`src/common/cantc_defines.svh`:
```
// Register map, field positions, reset values and timing of the CAN transceiver control
`ifndef CANTC_DEFINES_SVH
`define CANTC_DEFINES_SVH

`define CANTC_CTRL_OFS      8'h00
`define CANTC_STAT_OFS      8'h04

`define CANTC_CTRL_MODE_LSB 0
`define CANTC_CTRL_SLEW_LSB 2
`define CANTC_CTRL_WAKE_EN  4
`define CANTC_CTRL_SPW      5

`define CANTC_STAT_WAKE     0
`define CANTC_STAT_TXDTO    1
`define CANTC_STAT_BUSF     2
`define CANTC_STAT_FAULT    3
`define CANTC_STAT_CODE_LSB 4
`define CANTC_STAT_MODE_LSB 8
`define CANTC_STAT_DRV      10

`define CANTC_MODE_RST      2'h0
`define CANTC_SLEW_RST      2'h0
`define CANTC_WAKE_EN_RST   1'b0
`define CANTC_SPW_RST       1'b0

`define CANTC_RESP_OKAY     2'h0
`define CANTC_RESP_SLVERR   2'h2

`define CANTC_SY_TXD        8
`define CANTC_SY_BUS        7
`define CANTC_SY_WAKE       6
`define CANTC_CMP_GND       4
`define CANTC_CMP_BAT       2
`define CANTC_CMP_FIVE      0

`define CANTC_CLK_MHZ       100
`define CANTC_TXD_TO_US     300
`define CANTC_WIN_US        120
`define CANTC_CLAMP_US      300
`define CANTC_PULSE_NS      500
`define CANTC_SINGLE_NS     2000
`define CANTC_TXD_TO_CYC    (`CANTC_TXD_TO_US * `CANTC_CLK_MHZ)
`define CANTC_WIN_CYC       (`CANTC_WIN_US * `CANTC_CLK_MHZ)
`define CANTC_CLAMP_CYC     (`CANTC_CLAMP_US * `CANTC_CLK_MHZ)
`define CANTC_PULSE_CYC     ((`CANTC_PULSE_NS * `CANTC_CLK_MHZ + 999) / 1000)
`define CANTC_SINGLE_CYC    ((`CANTC_SINGLE_NS * `CANTC_CLK_MHZ + 999) / 1000)
`define CANTC_WAKE_PULSES   2'd3
`define CANTC_CONFIRM       3'd5

`endif

```
`src/common/cantc_pkg.sv`:
```
// Types of the CAN transceiver control block
package cantc_pkg;

  typedef enum logic [1:0] {
    mode_sleep,
    mode_rx_only,
    mode_txrx
  } cantc_mode_type;

  typedef enum logic [2:0] {
    flt_none,
    flt_low_gnd,
    flt_high_gnd,
    flt_low_bat,
    flt_high_bat,
    flt_low_5v,
    flt_high_5v
  } cantc_fault_type;

  typedef struct packed {
    logic [5:0]      rec_smp;
    logic [5:0]      dom_smp;
    logic            prev_dom;
    cantc_fault_type cand;
    logic [2:0]      cnt;
    cantc_fault_type code;
    logic            code_new;
  } cantc_dec_state_type;

  typedef struct packed {
    logic [8:0]      sync1;
    logic [8:0]      sync2;
    cantc_mode_type  mode;
    logic [1:0]      slew;
    logic            wake_en;
    logic            spw;
    logic            armed;
    logic            to_lat;
    logic [15:0]     txd_cnt;
    logic [15:0]     clamp_cnt;
    logic [15:0]     dom_cnt;
    logic [15:0]     win_cnt;
    logic [1:0]      pcnt;
    logic            win_run;
    logic            prev_bus;
    logic            wake_flag;
    logic            txd_flag;
    logic            bus_fail;
    logic            fault_flag;
    logic            alert;
    logic            rxd;
    logic            drv_en;
    logic            drv_dom;
    logic            rin_gnd;
    logic            bias_oe;
    logic            wake_rx_en;
    logic            reg_on;
    logic            aw_full;
    logic            w_full;
    logic [7:0]      awaddr;
    logic [7:0]      wdata;
    logic            wstrb0;
    logic            bvalid;
    logic [1:0]      bresp;
    logic            awrdy;
    logic            wrdy;
    logic            arrdy;
    logic            rvalid;
    logic [31:0]     rdata;
    logic [1:0]      rresp;
  } cantc_state_type;

endpackage

```
`src/common/cantc_fault_if.sv`:
```
// Carrier between the control core and the bus fault decoder
`timescale 1ns/10ps
`default_nettype none
interface cantc_fault_if
  import cantc_pkg::*;
  ();
  logic [5:0]      cmp;
  logic            drv_on;
  logic            drv_dom;
  cantc_fault_type code;
  logic            code_new;

  modport dec (input cmp, input drv_on, input drv_dom, output code, output code_new);
  modport ctl (output cmp, output drv_on, output drv_dom, input code, input code_new);
endinterface
`default_nettype wire

```
`src/design/cantc_fault_dec.sv`:
```
// Bus short-circuit decoder working on the line comparator outputs
`timescale 1ns/10ps
`default_nettype none
`include "cantc_defines.svh"
module cantc_fault_dec
  import cantc_pkg::*;
(
  input  wire logic   aclk,
  input  wire logic   aresetn,
  cantc_fault_if.dec  fi
);

  cantc_dec_state_type q;
  cantc_dec_state_type n;

  // Pairs are {low line, high line}; first sample is recessive, second dominant
  function automatic cantc_fault_type classify(input logic [5:0] r, input logic [5:0] m);
    logic [1:0] rg;
    logic [1:0] mg;
    logic [1:0] rb;
    logic [1:0] mb;
    logic [1:0] r5;
    logic [1:0] m5;
    rg = r[`CANTC_CMP_GND +: 2];
    mg = m[`CANTC_CMP_GND +: 2];
    rb = r[`CANTC_CMP_BAT +: 2];
    mb = m[`CANTC_CMP_BAT +: 2];
    r5 = r[`CANTC_CMP_FIVE +: 2];
    m5 = m[`CANTC_CMP_FIVE +: 2];
    classify = flt_none;
    if (rg == 2'h0 && mg == 2'h1) begin
      classify = flt_low_gnd;
    end else if (rg == 2'h0 && mg == 2'h0) begin
      classify = flt_high_gnd;
    end else if (rb == 2'h3 && mb == 2'h3) begin
      classify = flt_low_bat;
    end else if (rb == 2'h3 && mb == 2'h1) begin
      classify = flt_high_bat;
    end else if (r5 == 2'h3 && m5 == 2'h3) begin
      classify = flt_low_5v;
    end else if (r5 == 2'h3 && m5 == 2'h1) begin
      classify = flt_high_5v;
    end
  endfunction

  always_comb begin
    cantc_fault_type f;
    f = flt_none;
    n = q;
    n.code_new = 1'b0;
    if (!fi.drv_on) begin
      n.prev_dom = 1'b0;
    end else begin
      if (fi.drv_dom) begin
        n.dom_smp = fi.cmp;
      end else begin
        n.rec_smp = fi.cmp;
      end
      n.prev_dom = fi.drv_dom;
      // One recessive-dominant cycle ends at the dominant to recessive edge
      if (q.prev_dom && !fi.drv_dom) begin
        f = classify(q.rec_smp, q.dom_smp);
        if (f == q.cand) begin
          if (q.cnt != `CANTC_CONFIRM) begin
            n.cnt = q.cnt + 3'd1;
          end
        end else begin
          n.cand = f;
          n.cnt  = 3'd1;
        end
        if (n.cnt == `CANTC_CONFIRM && q.code != n.cand) begin
          n.code     = n.cand;
          n.code_new = 1'b1;
        end
      end
    end
  end

  always_ff @(posedge aclk) begin
    if (!aresetn) begin
      q <= '0;
    end else begin
      q <= n;
    end
  end

  assign fi.code     = q.code;
  assign fi.code_new = q.code_new;

endmodule // cantc_fault_dec
`default_nettype wire

```
`src/design/cantc_top.sv`:
```
// CAN transceiver control core with AXI4-Lite register access
//
// Summary of operation
// - Transmit/receive mode: driver and receiver on, bus follows transmit, receive reports.
// - Receive-only mode: driver off, transmit ignored, receiver still reports bus.
// - Driver enables only in transmit/receive mode after transmit input is recessive.
// - Enabled driver: transmit high drives recessive, low drives dominant.
// - Active modes: receive output high for recessive bus, low for dominant bus.
// - Three software slew rates, fastest by default.
// - Transmit dominant timeout at least 300 us; controller keeps under 12 dominant bits.
// - Sleep: drivers off, input resistors to ground, mid bias off, wake receiver optional.
// - Bus wake sets a readable flag, pulses host alert, wakes the device.
// - Leaving sleep returns both bus lines to recessive.
// - Software enables or disables bus wake detection.
// - Pattern wake: three dominant pulses over 500 ns within 120 us.
// - Single pulse wake: one dominant pulse of 2.0 us.
// - Ground comparators decode low and high line shorts to ground.
// - Battery comparators decode low and high line shorts to battery.
// - Five volt comparators decode low and high line shorts to five volts.
// - Active modes turn on bus supply and mid bias output.
// - A fault is reported after five equal recessive-dominant cycles.
// - Bus dominant beyond the clamp time in an active mode sets the bus failure flag.
// - Transmit timeout disables driver, releases bus, sets the timeout flag.
//
// Design decisions made here: register access over AXI4-Lite and the register offsets.
`timescale 1ns/10ps
`default_nettype none
`include "cantc_defines.svh"
module cantc_top
  import cantc_pkg::*;
#(
  parameter logic [15:0] TXD_TO_CYC = 16'(`CANTC_TXD_TO_CYC),
  parameter logic [15:0] WIN_CYC    = 16'(`CANTC_WIN_CYC),
  parameter logic [15:0] CLAMP_CYC  = 16'(`CANTC_CLAMP_CYC)
) (
  input  wire logic        aclk,
  input  wire logic        aresetn,
  input  wire logic [7:0]  s_axi_awaddr,
  input  wire logic        s_axi_awvalid,
  output logic             s_axi_awready,
  input  wire logic [31:0] s_axi_wdata,
  input  wire logic [3:0]  s_axi_wstrb,
  input  wire logic        s_axi_wvalid,
  output logic             s_axi_wready,
  output logic [1:0]       s_axi_bresp,
  output logic             s_axi_bvalid,
  input  wire logic        s_axi_bready,
  input  wire logic [7:0]  s_axi_araddr,
  input  wire logic        s_axi_arvalid,
  output logic             s_axi_arready,
  output logic [31:0]      s_axi_rdata,
  output logic [1:0]       s_axi_rresp,
  output logic             s_axi_rvalid,
  input  wire logic        s_axi_rready,
  input  wire logic        txd,
  input  wire logic        bus_diff_dominant,
  input  wire logic        wake_rx_dominant,
  input  wire logic        low_line_ground_compare,
  input  wire logic        high_line_ground_compare,
  input  wire logic        low_line_battery_compare,
  input  wire logic        high_line_battery_compare,
  input  wire logic        low_line_five_volt_compare,
  input  wire logic        high_line_five_volt_compare,
  output logic             rxd,
  output logic             driver_enable,
  output logic             driver_dominant,
  output logic             input_res_to_ground,
  output logic             mid_bias_oe,
  output logic             bus_supply_on,
  output logic             wake_rx_enable,
  output logic [1:0]       slew_sel,
  output logic             host_alert_pulse
);

  cantc_state_type s;
  cantc_state_type d;
  logic            txd_s;
  logic            bus_s;
  logic            wk_s;

  cantc_fault_if fi ();

  assign txd_s      = s.sync2[`CANTC_SY_TXD];
  assign bus_s      = s.sync2[`CANTC_SY_BUS];
  assign wk_s       = s.sync2[`CANTC_SY_WAKE];
  assign fi.cmp     = s.sync2[5:0];
  assign fi.drv_on  = s.drv_en;
  assign fi.drv_dom = s.drv_dom;

  cantc_fault_dec u_dec (
    .aclk    (aclk),
    .aresetn (aresetn),
    .fi      (fi)
  );

  always_comb begin
    logic [31:0] rd;
    logic        wake;
    rd   = 32'h0;
    wake = 1'b0;
    d    = s;
    d.sync1 = {txd, bus_diff_dominant, wake_rx_dominant,
               low_line_ground_compare, high_line_ground_compare,
               low_line_battery_compare, high_line_battery_compare,
               low_line_five_volt_compare, high_line_five_volt_compare};
    d.sync2 = s.sync1;
    d.alert = 1'b0;

    // Write address and data are taken independently, answered once both are in
    if (s_axi_awvalid && s.awrdy) begin
      d.aw_full = 1'b1;
      d.awaddr  = s_axi_awaddr;
    end
    if (s_axi_wvalid && s.wrdy) begin
      d.w_full = 1'b1;
      d.wdata  = s_axi_wdata[7:0];
      d.wstrb0 = s_axi_wstrb[0];
    end
    if (s.bvalid && s_axi_bready) begin
      d.bvalid  = 1'b0;
      d.aw_full = 1'b0;
      d.w_full  = 1'b0;
    end else if (s.aw_full && s.w_full && !s.bvalid) begin
      d.bvalid = 1'b1;
      d.bresp  = `CANTC_RESP_OKAY;
      if ({s.awaddr[7:2], 2'h0} == `CANTC_CTRL_OFS) begin
        if (s.wstrb0) begin
          if (s.wdata[`CANTC_CTRL_MODE_LSB +: 2] != 2'h3) begin
            d.mode = cantc_mode_type'(s.wdata[`CANTC_CTRL_MODE_LSB +: 2]);
            // Commanding transmit/receive again re-arms a timed-out driver
            if (d.mode == mode_txrx) begin
              d.to_lat = 1'b0;
            end
          end
          if (s.wdata[`CANTC_CTRL_SLEW_LSB +: 2] != 2'h3) begin
            d.slew = s.wdata[`CANTC_CTRL_SLEW_LSB +: 2];
          end
          d.wake_en = s.wdata[`CANTC_CTRL_WAKE_EN];
          d.spw     = s.wdata[`CANTC_CTRL_SPW];
        end
      end else if ({s.awaddr[7:2], 2'h0} == `CANTC_STAT_OFS) begin
        if (s.wstrb0) begin
          if (s.wdata[`CANTC_STAT_WAKE]) begin
            d.wake_flag = 1'b0;
          end
          if (s.wdata[`CANTC_STAT_TXDTO]) begin
            d.txd_flag = 1'b0;
          end
          if (s.wdata[`CANTC_STAT_BUSF]) begin
            d.bus_fail = 1'b0;
          end
          if (s.wdata[`CANTC_STAT_FAULT]) begin
            d.fault_flag = 1'b0;
          end
        end
      end else begin
        d.bresp = `CANTC_RESP_SLVERR;
      end
    end
    d.awrdy = !d.aw_full && !d.bvalid;
    d.wrdy  = !d.w_full && !d.bvalid;

    // Read channel
    if (s.rvalid && s_axi_rready) begin
      d.rvalid = 1'b0;
    end else if (s_axi_arvalid && s.arrdy) begin
      d.rvalid = 1'b1;
      d.rresp  = `CANTC_RESP_OKAY;
      if ({s_axi_araddr[7:2], 2'h0} == `CANTC_CTRL_OFS) begin
        rd[`CANTC_CTRL_MODE_LSB +: 2] = s.mode;
        rd[`CANTC_CTRL_SLEW_LSB +: 2] = s.slew;
        rd[`CANTC_CTRL_WAKE_EN]       = s.wake_en;
        rd[`CANTC_CTRL_SPW]           = s.spw;
      end else if ({s_axi_araddr[7:2], 2'h0} == `CANTC_STAT_OFS) begin
        rd[`CANTC_STAT_WAKE]          = s.wake_flag;
        rd[`CANTC_STAT_TXDTO]         = s.txd_flag;
        rd[`CANTC_STAT_BUSF]          = s.bus_fail;
        rd[`CANTC_STAT_FAULT]         = s.fault_flag;
        rd[`CANTC_STAT_CODE_LSB +: 3] = fi.code;
        rd[`CANTC_STAT_MODE_LSB +: 2] = s.mode;
        rd[`CANTC_STAT_DRV]           = s.drv_en;
      end else begin
        d.rresp = `CANTC_RESP_SLVERR;
      end
      d.rdata = rd;
    end
    d.arrdy = !d.rvalid;

    // Driver arming and transmit dominant timeout
    if (s.mode == mode_txrx) begin
      if (!s.armed && !s.to_lat && txd_s) begin
        d.armed = 1'b1;
      end
      if (s.armed && !txd_s) begin
        d.txd_cnt = s.txd_cnt + 16'd1;
        if (d.txd_cnt >= TXD_TO_CYC) begin
          d.armed    = 1'b0;
          d.to_lat   = 1'b1;
          d.txd_flag = 1'b1;
          d.txd_cnt  = 16'd0;
        end
      end else begin
        d.txd_cnt = 16'd0;
      end
      // Recessive transmit while the bus turns dominant also re-arms
      if (s.to_lat && txd_s && bus_s && !s.prev_bus) begin
        d.to_lat = 1'b0;
      end
    end else begin
      d.armed   = 1'b0;
      d.txd_cnt = 16'd0;
    end
    d.prev_bus = bus_s;

    // Bus stuck dominant
    if (s.mode != mode_sleep && bus_s) begin
      if (s.clamp_cnt != CLAMP_CYC) begin
        d.clamp_cnt = s.clamp_cnt + 16'd1;
      end
      if (d.clamp_cnt == CLAMP_CYC) begin
        d.bus_fail = 1'b1;
      end
    end else begin
      d.clamp_cnt = 16'd0;
    end

    if (fi.code_new && fi.code != flt_none) begin
      d.fault_flag = 1'b1;
    end

    // Bus wake detection, only while asleep with wake enabled
    if (s.mode == mode_sleep && s.wake_en) begin
      if (s.win_run) begin
        d.win_cnt = s.win_cnt + 16'd1;
        if (d.win_cnt >= WIN_CYC) begin
          d.pcnt    = 2'd0;
          d.win_run = 1'b0;
        end
      end
      if (wk_s) begin
        if (s.dom_cnt != 16'hffff) begin
          d.dom_cnt = s.dom_cnt + 16'd1;
        end
        if (s.spw && d.dom_cnt == 16'(`CANTC_SINGLE_CYC)) begin
          wake = 1'b1;
        end
      end else begin
        d.dom_cnt = 16'd0;
        if (!s.spw && s.dom_cnt > 16'(`CANTC_PULSE_CYC)) begin
          if (d.pcnt == `CANTC_WAKE_PULSES - 2'd1) begin
            wake = 1'b1;
          end else begin
            if (d.pcnt == 2'd0) begin
              d.win_run = 1'b1;
              d.win_cnt = 16'd0;
            end
            d.pcnt = d.pcnt + 2'd1;
          end
        end
      end
      if (wake) begin
        d.wake_flag = 1'b1;
        d.alert     = 1'b1;
        d.mode      = mode_rx_only;
        d.dom_cnt   = 16'd0;
        d.pcnt      = 2'd0;
        d.win_run   = 1'b0;
      end
    end else begin
      d.dom_cnt = 16'd0;
      d.pcnt    = 2'd0;
      d.win_run = 1'b0;
      d.win_cnt = 16'd0;
    end

    // Pin drive, registered from the next state
    d.drv_en     = d.mode == mode_txrx && d.armed;
    d.drv_dom    = d.drv_en && !txd_s;
    d.rxd        = (d.mode == mode_sleep) ? 1'b1 : !bus_s;
    d.rin_gnd    = d.mode == mode_sleep;
    d.bias_oe    = d.mode != mode_sleep;
    d.reg_on     = d.mode != mode_sleep;
    d.wake_rx_en = d.mode == mode_sleep && d.wake_en;
  end

  always_ff @(posedge aclk) begin
    if (!aresetn) begin
      s         <= '0;
      s.mode    <= cantc_mode_type'(`CANTC_MODE_RST);
      s.slew    <= `CANTC_SLEW_RST;
      s.wake_en <= `CANTC_WAKE_EN_RST;
      s.spw     <= `CANTC_SPW_RST;
      s.rxd     <= 1'b1;
      s.rin_gnd <= 1'b1;
    end else begin
      s <= d;
    end
  end

  assign s_axi_awready       = s.awrdy;
  assign s_axi_wready        = s.wrdy;
  assign s_axi_bresp         = s.bresp;
  assign s_axi_bvalid        = s.bvalid;
  assign s_axi_arready       = s.arrdy;
  assign s_axi_rdata         = s.rdata;
  assign s_axi_rresp         = s.rresp;
  assign s_axi_rvalid        = s.rvalid;
  assign rxd                 = s.rxd;
  assign driver_enable       = s.drv_en;
  assign driver_dominant     = s.drv_dom;
  assign input_res_to_ground = s.rin_gnd;
  assign mid_bias_oe         = s.bias_oe;
  assign bus_supply_on       = s.reg_on;
  assign wake_rx_enable      = s.wake_rx_en;
  assign slew_sel            = s.slew;
  assign host_alert_pulse    = s.alert;

endmodule // cantc_top
`default_nettype wire

```
`config.mk`:
```
export PLATFORM = sky130hd
export DESIGN_NAME = cantc_top
export DESIGN_NICKNAME = d
export VERILOG_FILES = /design/src/common/cantc_pkg.sv /design/src/common/cantc_fault_if.sv /design/src/design/cantc_fault_dec.sv /design/src/design/cantc_top.sv
export VERILOG_INCLUDE_DIRS = /design/src /design/src/common
export SDC_FILE = /design/constraint.sdc
export NUM_CORES = 1
export LEC_CHECK = 0
export BUFFER_PORTS_ARGS = -buffer_cell sky130_fd_sc_hd__buf_4
export CORE_MARGIN = 2
export CORE_UTILIZATION = 35
export DETAILED_ROUTE_END_ITERATION = 8
export GPL_ROUTABILITY_DRIVEN = 0
export HOLD_SLACK_MARGIN = 0.1
export PLACE_DENSITY = 0.63
export SLEW_MARGIN = 10
export SYNTH_ARGS = -nofsm -noshare
export SYNTH_HDL_FRONTEND = slang
export SYNTH_HIERARCHICAL = 1
export SYNTH_SLANG_ARGS = --single-unit
```
`constraint.sdc`:
```
create_clock -name aclk -period 3.65 [get_ports aclk]
set_clock_uncertainty 0.1 [all_clocks]
set_input_delay 0.73 -clock aclk [delete_from_list [all_inputs] [get_ports aclk]]
set_output_delay 0.73 -clock aclk [all_outputs]
set_load 0.01 [all_outputs]
```
==> impl_metrics.json <==
{
  "cts_tree": "done",
  "drt_iter0_drc": 282,
  "critPathLaunchType": "register",
  "r2r-start": "s[76]$_SDFF_PN0_",
  "synth_cell_types": 80,
  "cap_violations": 0,
  "cp_slowest_cell": "dfxtp_1",
  "htree_levels": 4,
  "ys_ff_latch": 160,
  "relSlewSlack_pct": 56.6,
  "cts_buffer_depth": 2,
  "setup_violations": 0,
  "yosys_warnings": 6,
  "grt_overflow": 0,
  "wl_per_cell_microns": 13.4,
  "fin_crit_ns": 3.27,
  "fillers": 2225,
  "antenna_found_initial": 0,
  "die_h_microns": 153,
  "worstMarginPinSlew_ns": 0.650,
  "hold_path.startpoint": "d[150]$_SDFF_PN0_",
  "ir_drop_mv": 0.287,
  "dp_hpwl_mm": 11.9,
  "p_total_mw": 3.58,
  "ff2ff_setup_slack_ns": 0.38,
  "grt_pass1_wl_mm": 28.2,
  "grt_use_total_pct": 14.5,
  "clk_pin_slew_ns": 0.07,
  "root_buffer": "clkbuf_16",
  "fmax_ghz": 0.306,
  "dieArea_sq_mm": 0.0234,
  "min_path_cells": 1,
  "synth_area_per_cell_sq_um": 8.44,
  "syn2layout_area_growth_pct": 13.4,
  "fp-row-count": 54,
  "drv_slew": 0,
  "cts-buffers-inserted": 17,
  "report.final.hold_viol_count": 0,
  "synth-edff-count": 0,
  "finalSetupTns_ns": 0,
  "powerDensity_mw_per_mm2": 405,
  "dpl_cell_area_sq_mm": 0.00827,
  "synthArstFlopShare_pct": 0,
  "cp_cell_sequence": "ha_1, inv_1, nor4_2, mux2i_1, a41oi_1, o31ai_1, nand2_1, inv_1, ha_1, nand2_1, a21oi_2, o21ai_0",
  "wl_mm": 16.7,
  "final_nets": 1033,
  "r2r_end": "rxd$_SDFF_PP1_",
  "post-route-period-util_pct": 89.6,
  "syn_inst": 922,
  "rsz0062_at_grt": "no",
  "core_sq_mm": 0.0218,
  "vias": 6264,
  "critical_path_class": "reg2reg",
  "grt_max_degree": 52,
  "numPortBuffers": 61,
  "cp-end-kind": "register",
  "synth_ff_type": "dfxtp_1",
  "viasPerCell": 5.03,
  "grt_pass1_vias": 5751,
  "initial_core_util_pct": 35.7,
  "leakagePower_nw": 3.15,
  "outcome": "complete, no violations",
  "ioPinCount": 119,
  "cts_hold_buf": 0,
  "insertion_delay_ns": 0.43,
  "stdcell_area_sq_mm": 0.00883,
  "worstHoldEndpoint": "fi.cmp[2]$_SDFF_PN0_",
  "critPathMaxFanout": 8,
  "ys_seq_area_share_pct": 41.2,
  "layout-drive-gt1-share_pct": 13.7,
  "drtPass1Iterations": 5,
  "hp-class": "reg2reg",
  "slowest_delay_ns": 0.47,
  "reg2regPathDepth": 12,
  "clkSinkCount": 160,
  "synth.cell_area_sq_mm": 0.00778,
  "drtAntennaViolNets": 0,
  "die_w_microns": 153,
  "critPathArrivalTime_ns": 3.47,
  "drc_errors": 0,
  "diodes": 0,
  "crit_required_ns": 3.85
}
Yosys cell counts (5+ instances only):
cell type    n  area, sq um
a211oi_1     8         60.1
o21ai_0     22          110
or4_1        5         37.5
mux2i_1     19          190
a21oi_1     35          175
and3_1      14         87.6
nor3b_1      5         37.5
a22oi_1      5         37.5
and2_1      23          144
ha_1        12          150
xor2_1      31          272
nor3_1      42          210
buf_4       44          330
dfxtp_1    160         3200
a21boi_0    13         97.6
nand3_1     52          260
clkbuf_1    31          116
nand2_1     92          345
o31ai_1      6         45.0
buf_2        9         45.0
nor4_1      12         75.1
nor2_1     107          402
inv_1       25         93.8
nand4_1     26          163
xnor2_1     27          236
nor2b_1      8         50.1
worst max-delay path by stage:
stage / from / end / slack (ns) / depth (start not counted)
floorplan: s[77]$_SDFF_PN0_ / s[76]$_SDFF_PN0_ / 0.46 / 12
global placement: s[76]$_SDFF_PN0_ / rxd$_SDFF_PP1_ / 0.43 / 12
detailed placement: s[76]$_SDFF_PN0_ / rxd$_SDFF_PP1_ / 0.31 / 12
CTS: s[76]$_SDFF_PN0_ / rxd$_SDFF_PP1_ / 0.28 / 12
global route: s[76]$_SDFF_PN0_ / rxd$_SDFF_PP1_ / 0.07 / 12
finish: s[76]$_SDFF_PN0_ / rxd$_SDFF_PP1_ / 0.38 / 12
layout by cell type (no fill, tap or decap), types with 5 or more instances in the layout:
cell type	count
a211oi_1	8
a21boi_0	13
a21oi_1	35
a22oi_1	5
and2_1	23
and3_1	14
buf_4	75
clkbuf_16	17
clkinvlp_4	5
conb_1	25
dfxtp_1	160
ha_1	12
inv_1	25
inv_6	6
mux2i_1	19
nand2_1	92
nand3_1	52
nand4_1	26
nor2_1	107
nor2b_1	8
nor3_1	42
nor3b_1	5
nor4_1	11
o21ai_0	22
o31ai_1	6
or4_1	5
xnor2_1	27
xor2_1	31
metal layers:
metal  share of wire [%]  track usage, %
met5                   0               0
met4                 1.6            5.11
met3                 3.3            3.49
met2                  47            22.7
met1                  48            19.6
per-stage QoR:
step	std cells	hold slack [ns]	setup WS, ns	utilization (%)
final	1246	0.333	0.381	40.4
after global routing	1246	0.349	0.0651	40.4
after CTS	1246	0.337	0.279	40.4
after detailed placement	1214	0.321	0.313	37.9
after global placement	1214	0.319	0.433	37.9
after floorplan	946	0.312	0.463	-
layout make-up:
| cell class | count | area, sq um | area share (%) |
|---|---|---|---|
| Timing Repair Buffer | 75 | 563 | 6.38 |
| Inverter | 26 | 97.6 | 1.11 |
| Sequential cell | 160 | 3200 | 36.3 |
| Tap cell | 280 | 350 | 3.97 |
| Multi-Input combinational cell | 673 | 4060 | 46.0 |
| Clock inverter | 15 | 124 | 1.40 |
| Clock buffer | 17 | 425 | 4.82 |
repair_timing:
item	in CTS	in global routing
resized for setup	0	1
hold endpoints to repair	0	0
setup endpoints to repair	0	2
setup buffers	0	0
sequential cells by signal (all words and copies together), names as in the netlist, 2 cells and up:
register and count:
s_axi_rdata 10, slew_sel 2, u_dec/q 19, d 9
u_dec/fi.code 3, s 95, fi.cmp 6
power breakdown:
part           internal (mW)  total [mW]  switching, mW
Combinational         0.0541       0.124         0.0696
Clock                  0.886        1.67          0.781
Sequential              1.77        1.79         0.0177
worst max-delay path, delay by kind of cell, from the launching register on:
kind,cells,cell delay (ns)
buffers and inverters,2,0.22
and+or+nand+nor,3,0.67
muxes,1,0.22
adders and majority gates,2,0.54
DFF,1,0.47
AOI/OAI and AO/OA,4,0.91
cells by family (layout without fill, tap and decap cells):
kind of cell | count (synthesis) | in the layout | share of synthesized area (%)
AND/OR/NAND/NOR | 419 | 419 | 26.8
flip-flops | 160 | 160 | 41.2
AO/OA/AOI/OAI | 138 | 138 | 12.8
buffers and inverters | 113 | 133 | 7.88
XOR/XNOR | 60 | 60 | 6.94
multiplexers | 19 | 19 | 2.44
adder cells (fa/ha/maj) | 12 | 12 | 1.93
other | 1 | 25 | 0.0482
Power figures use the tool's default switching activity.
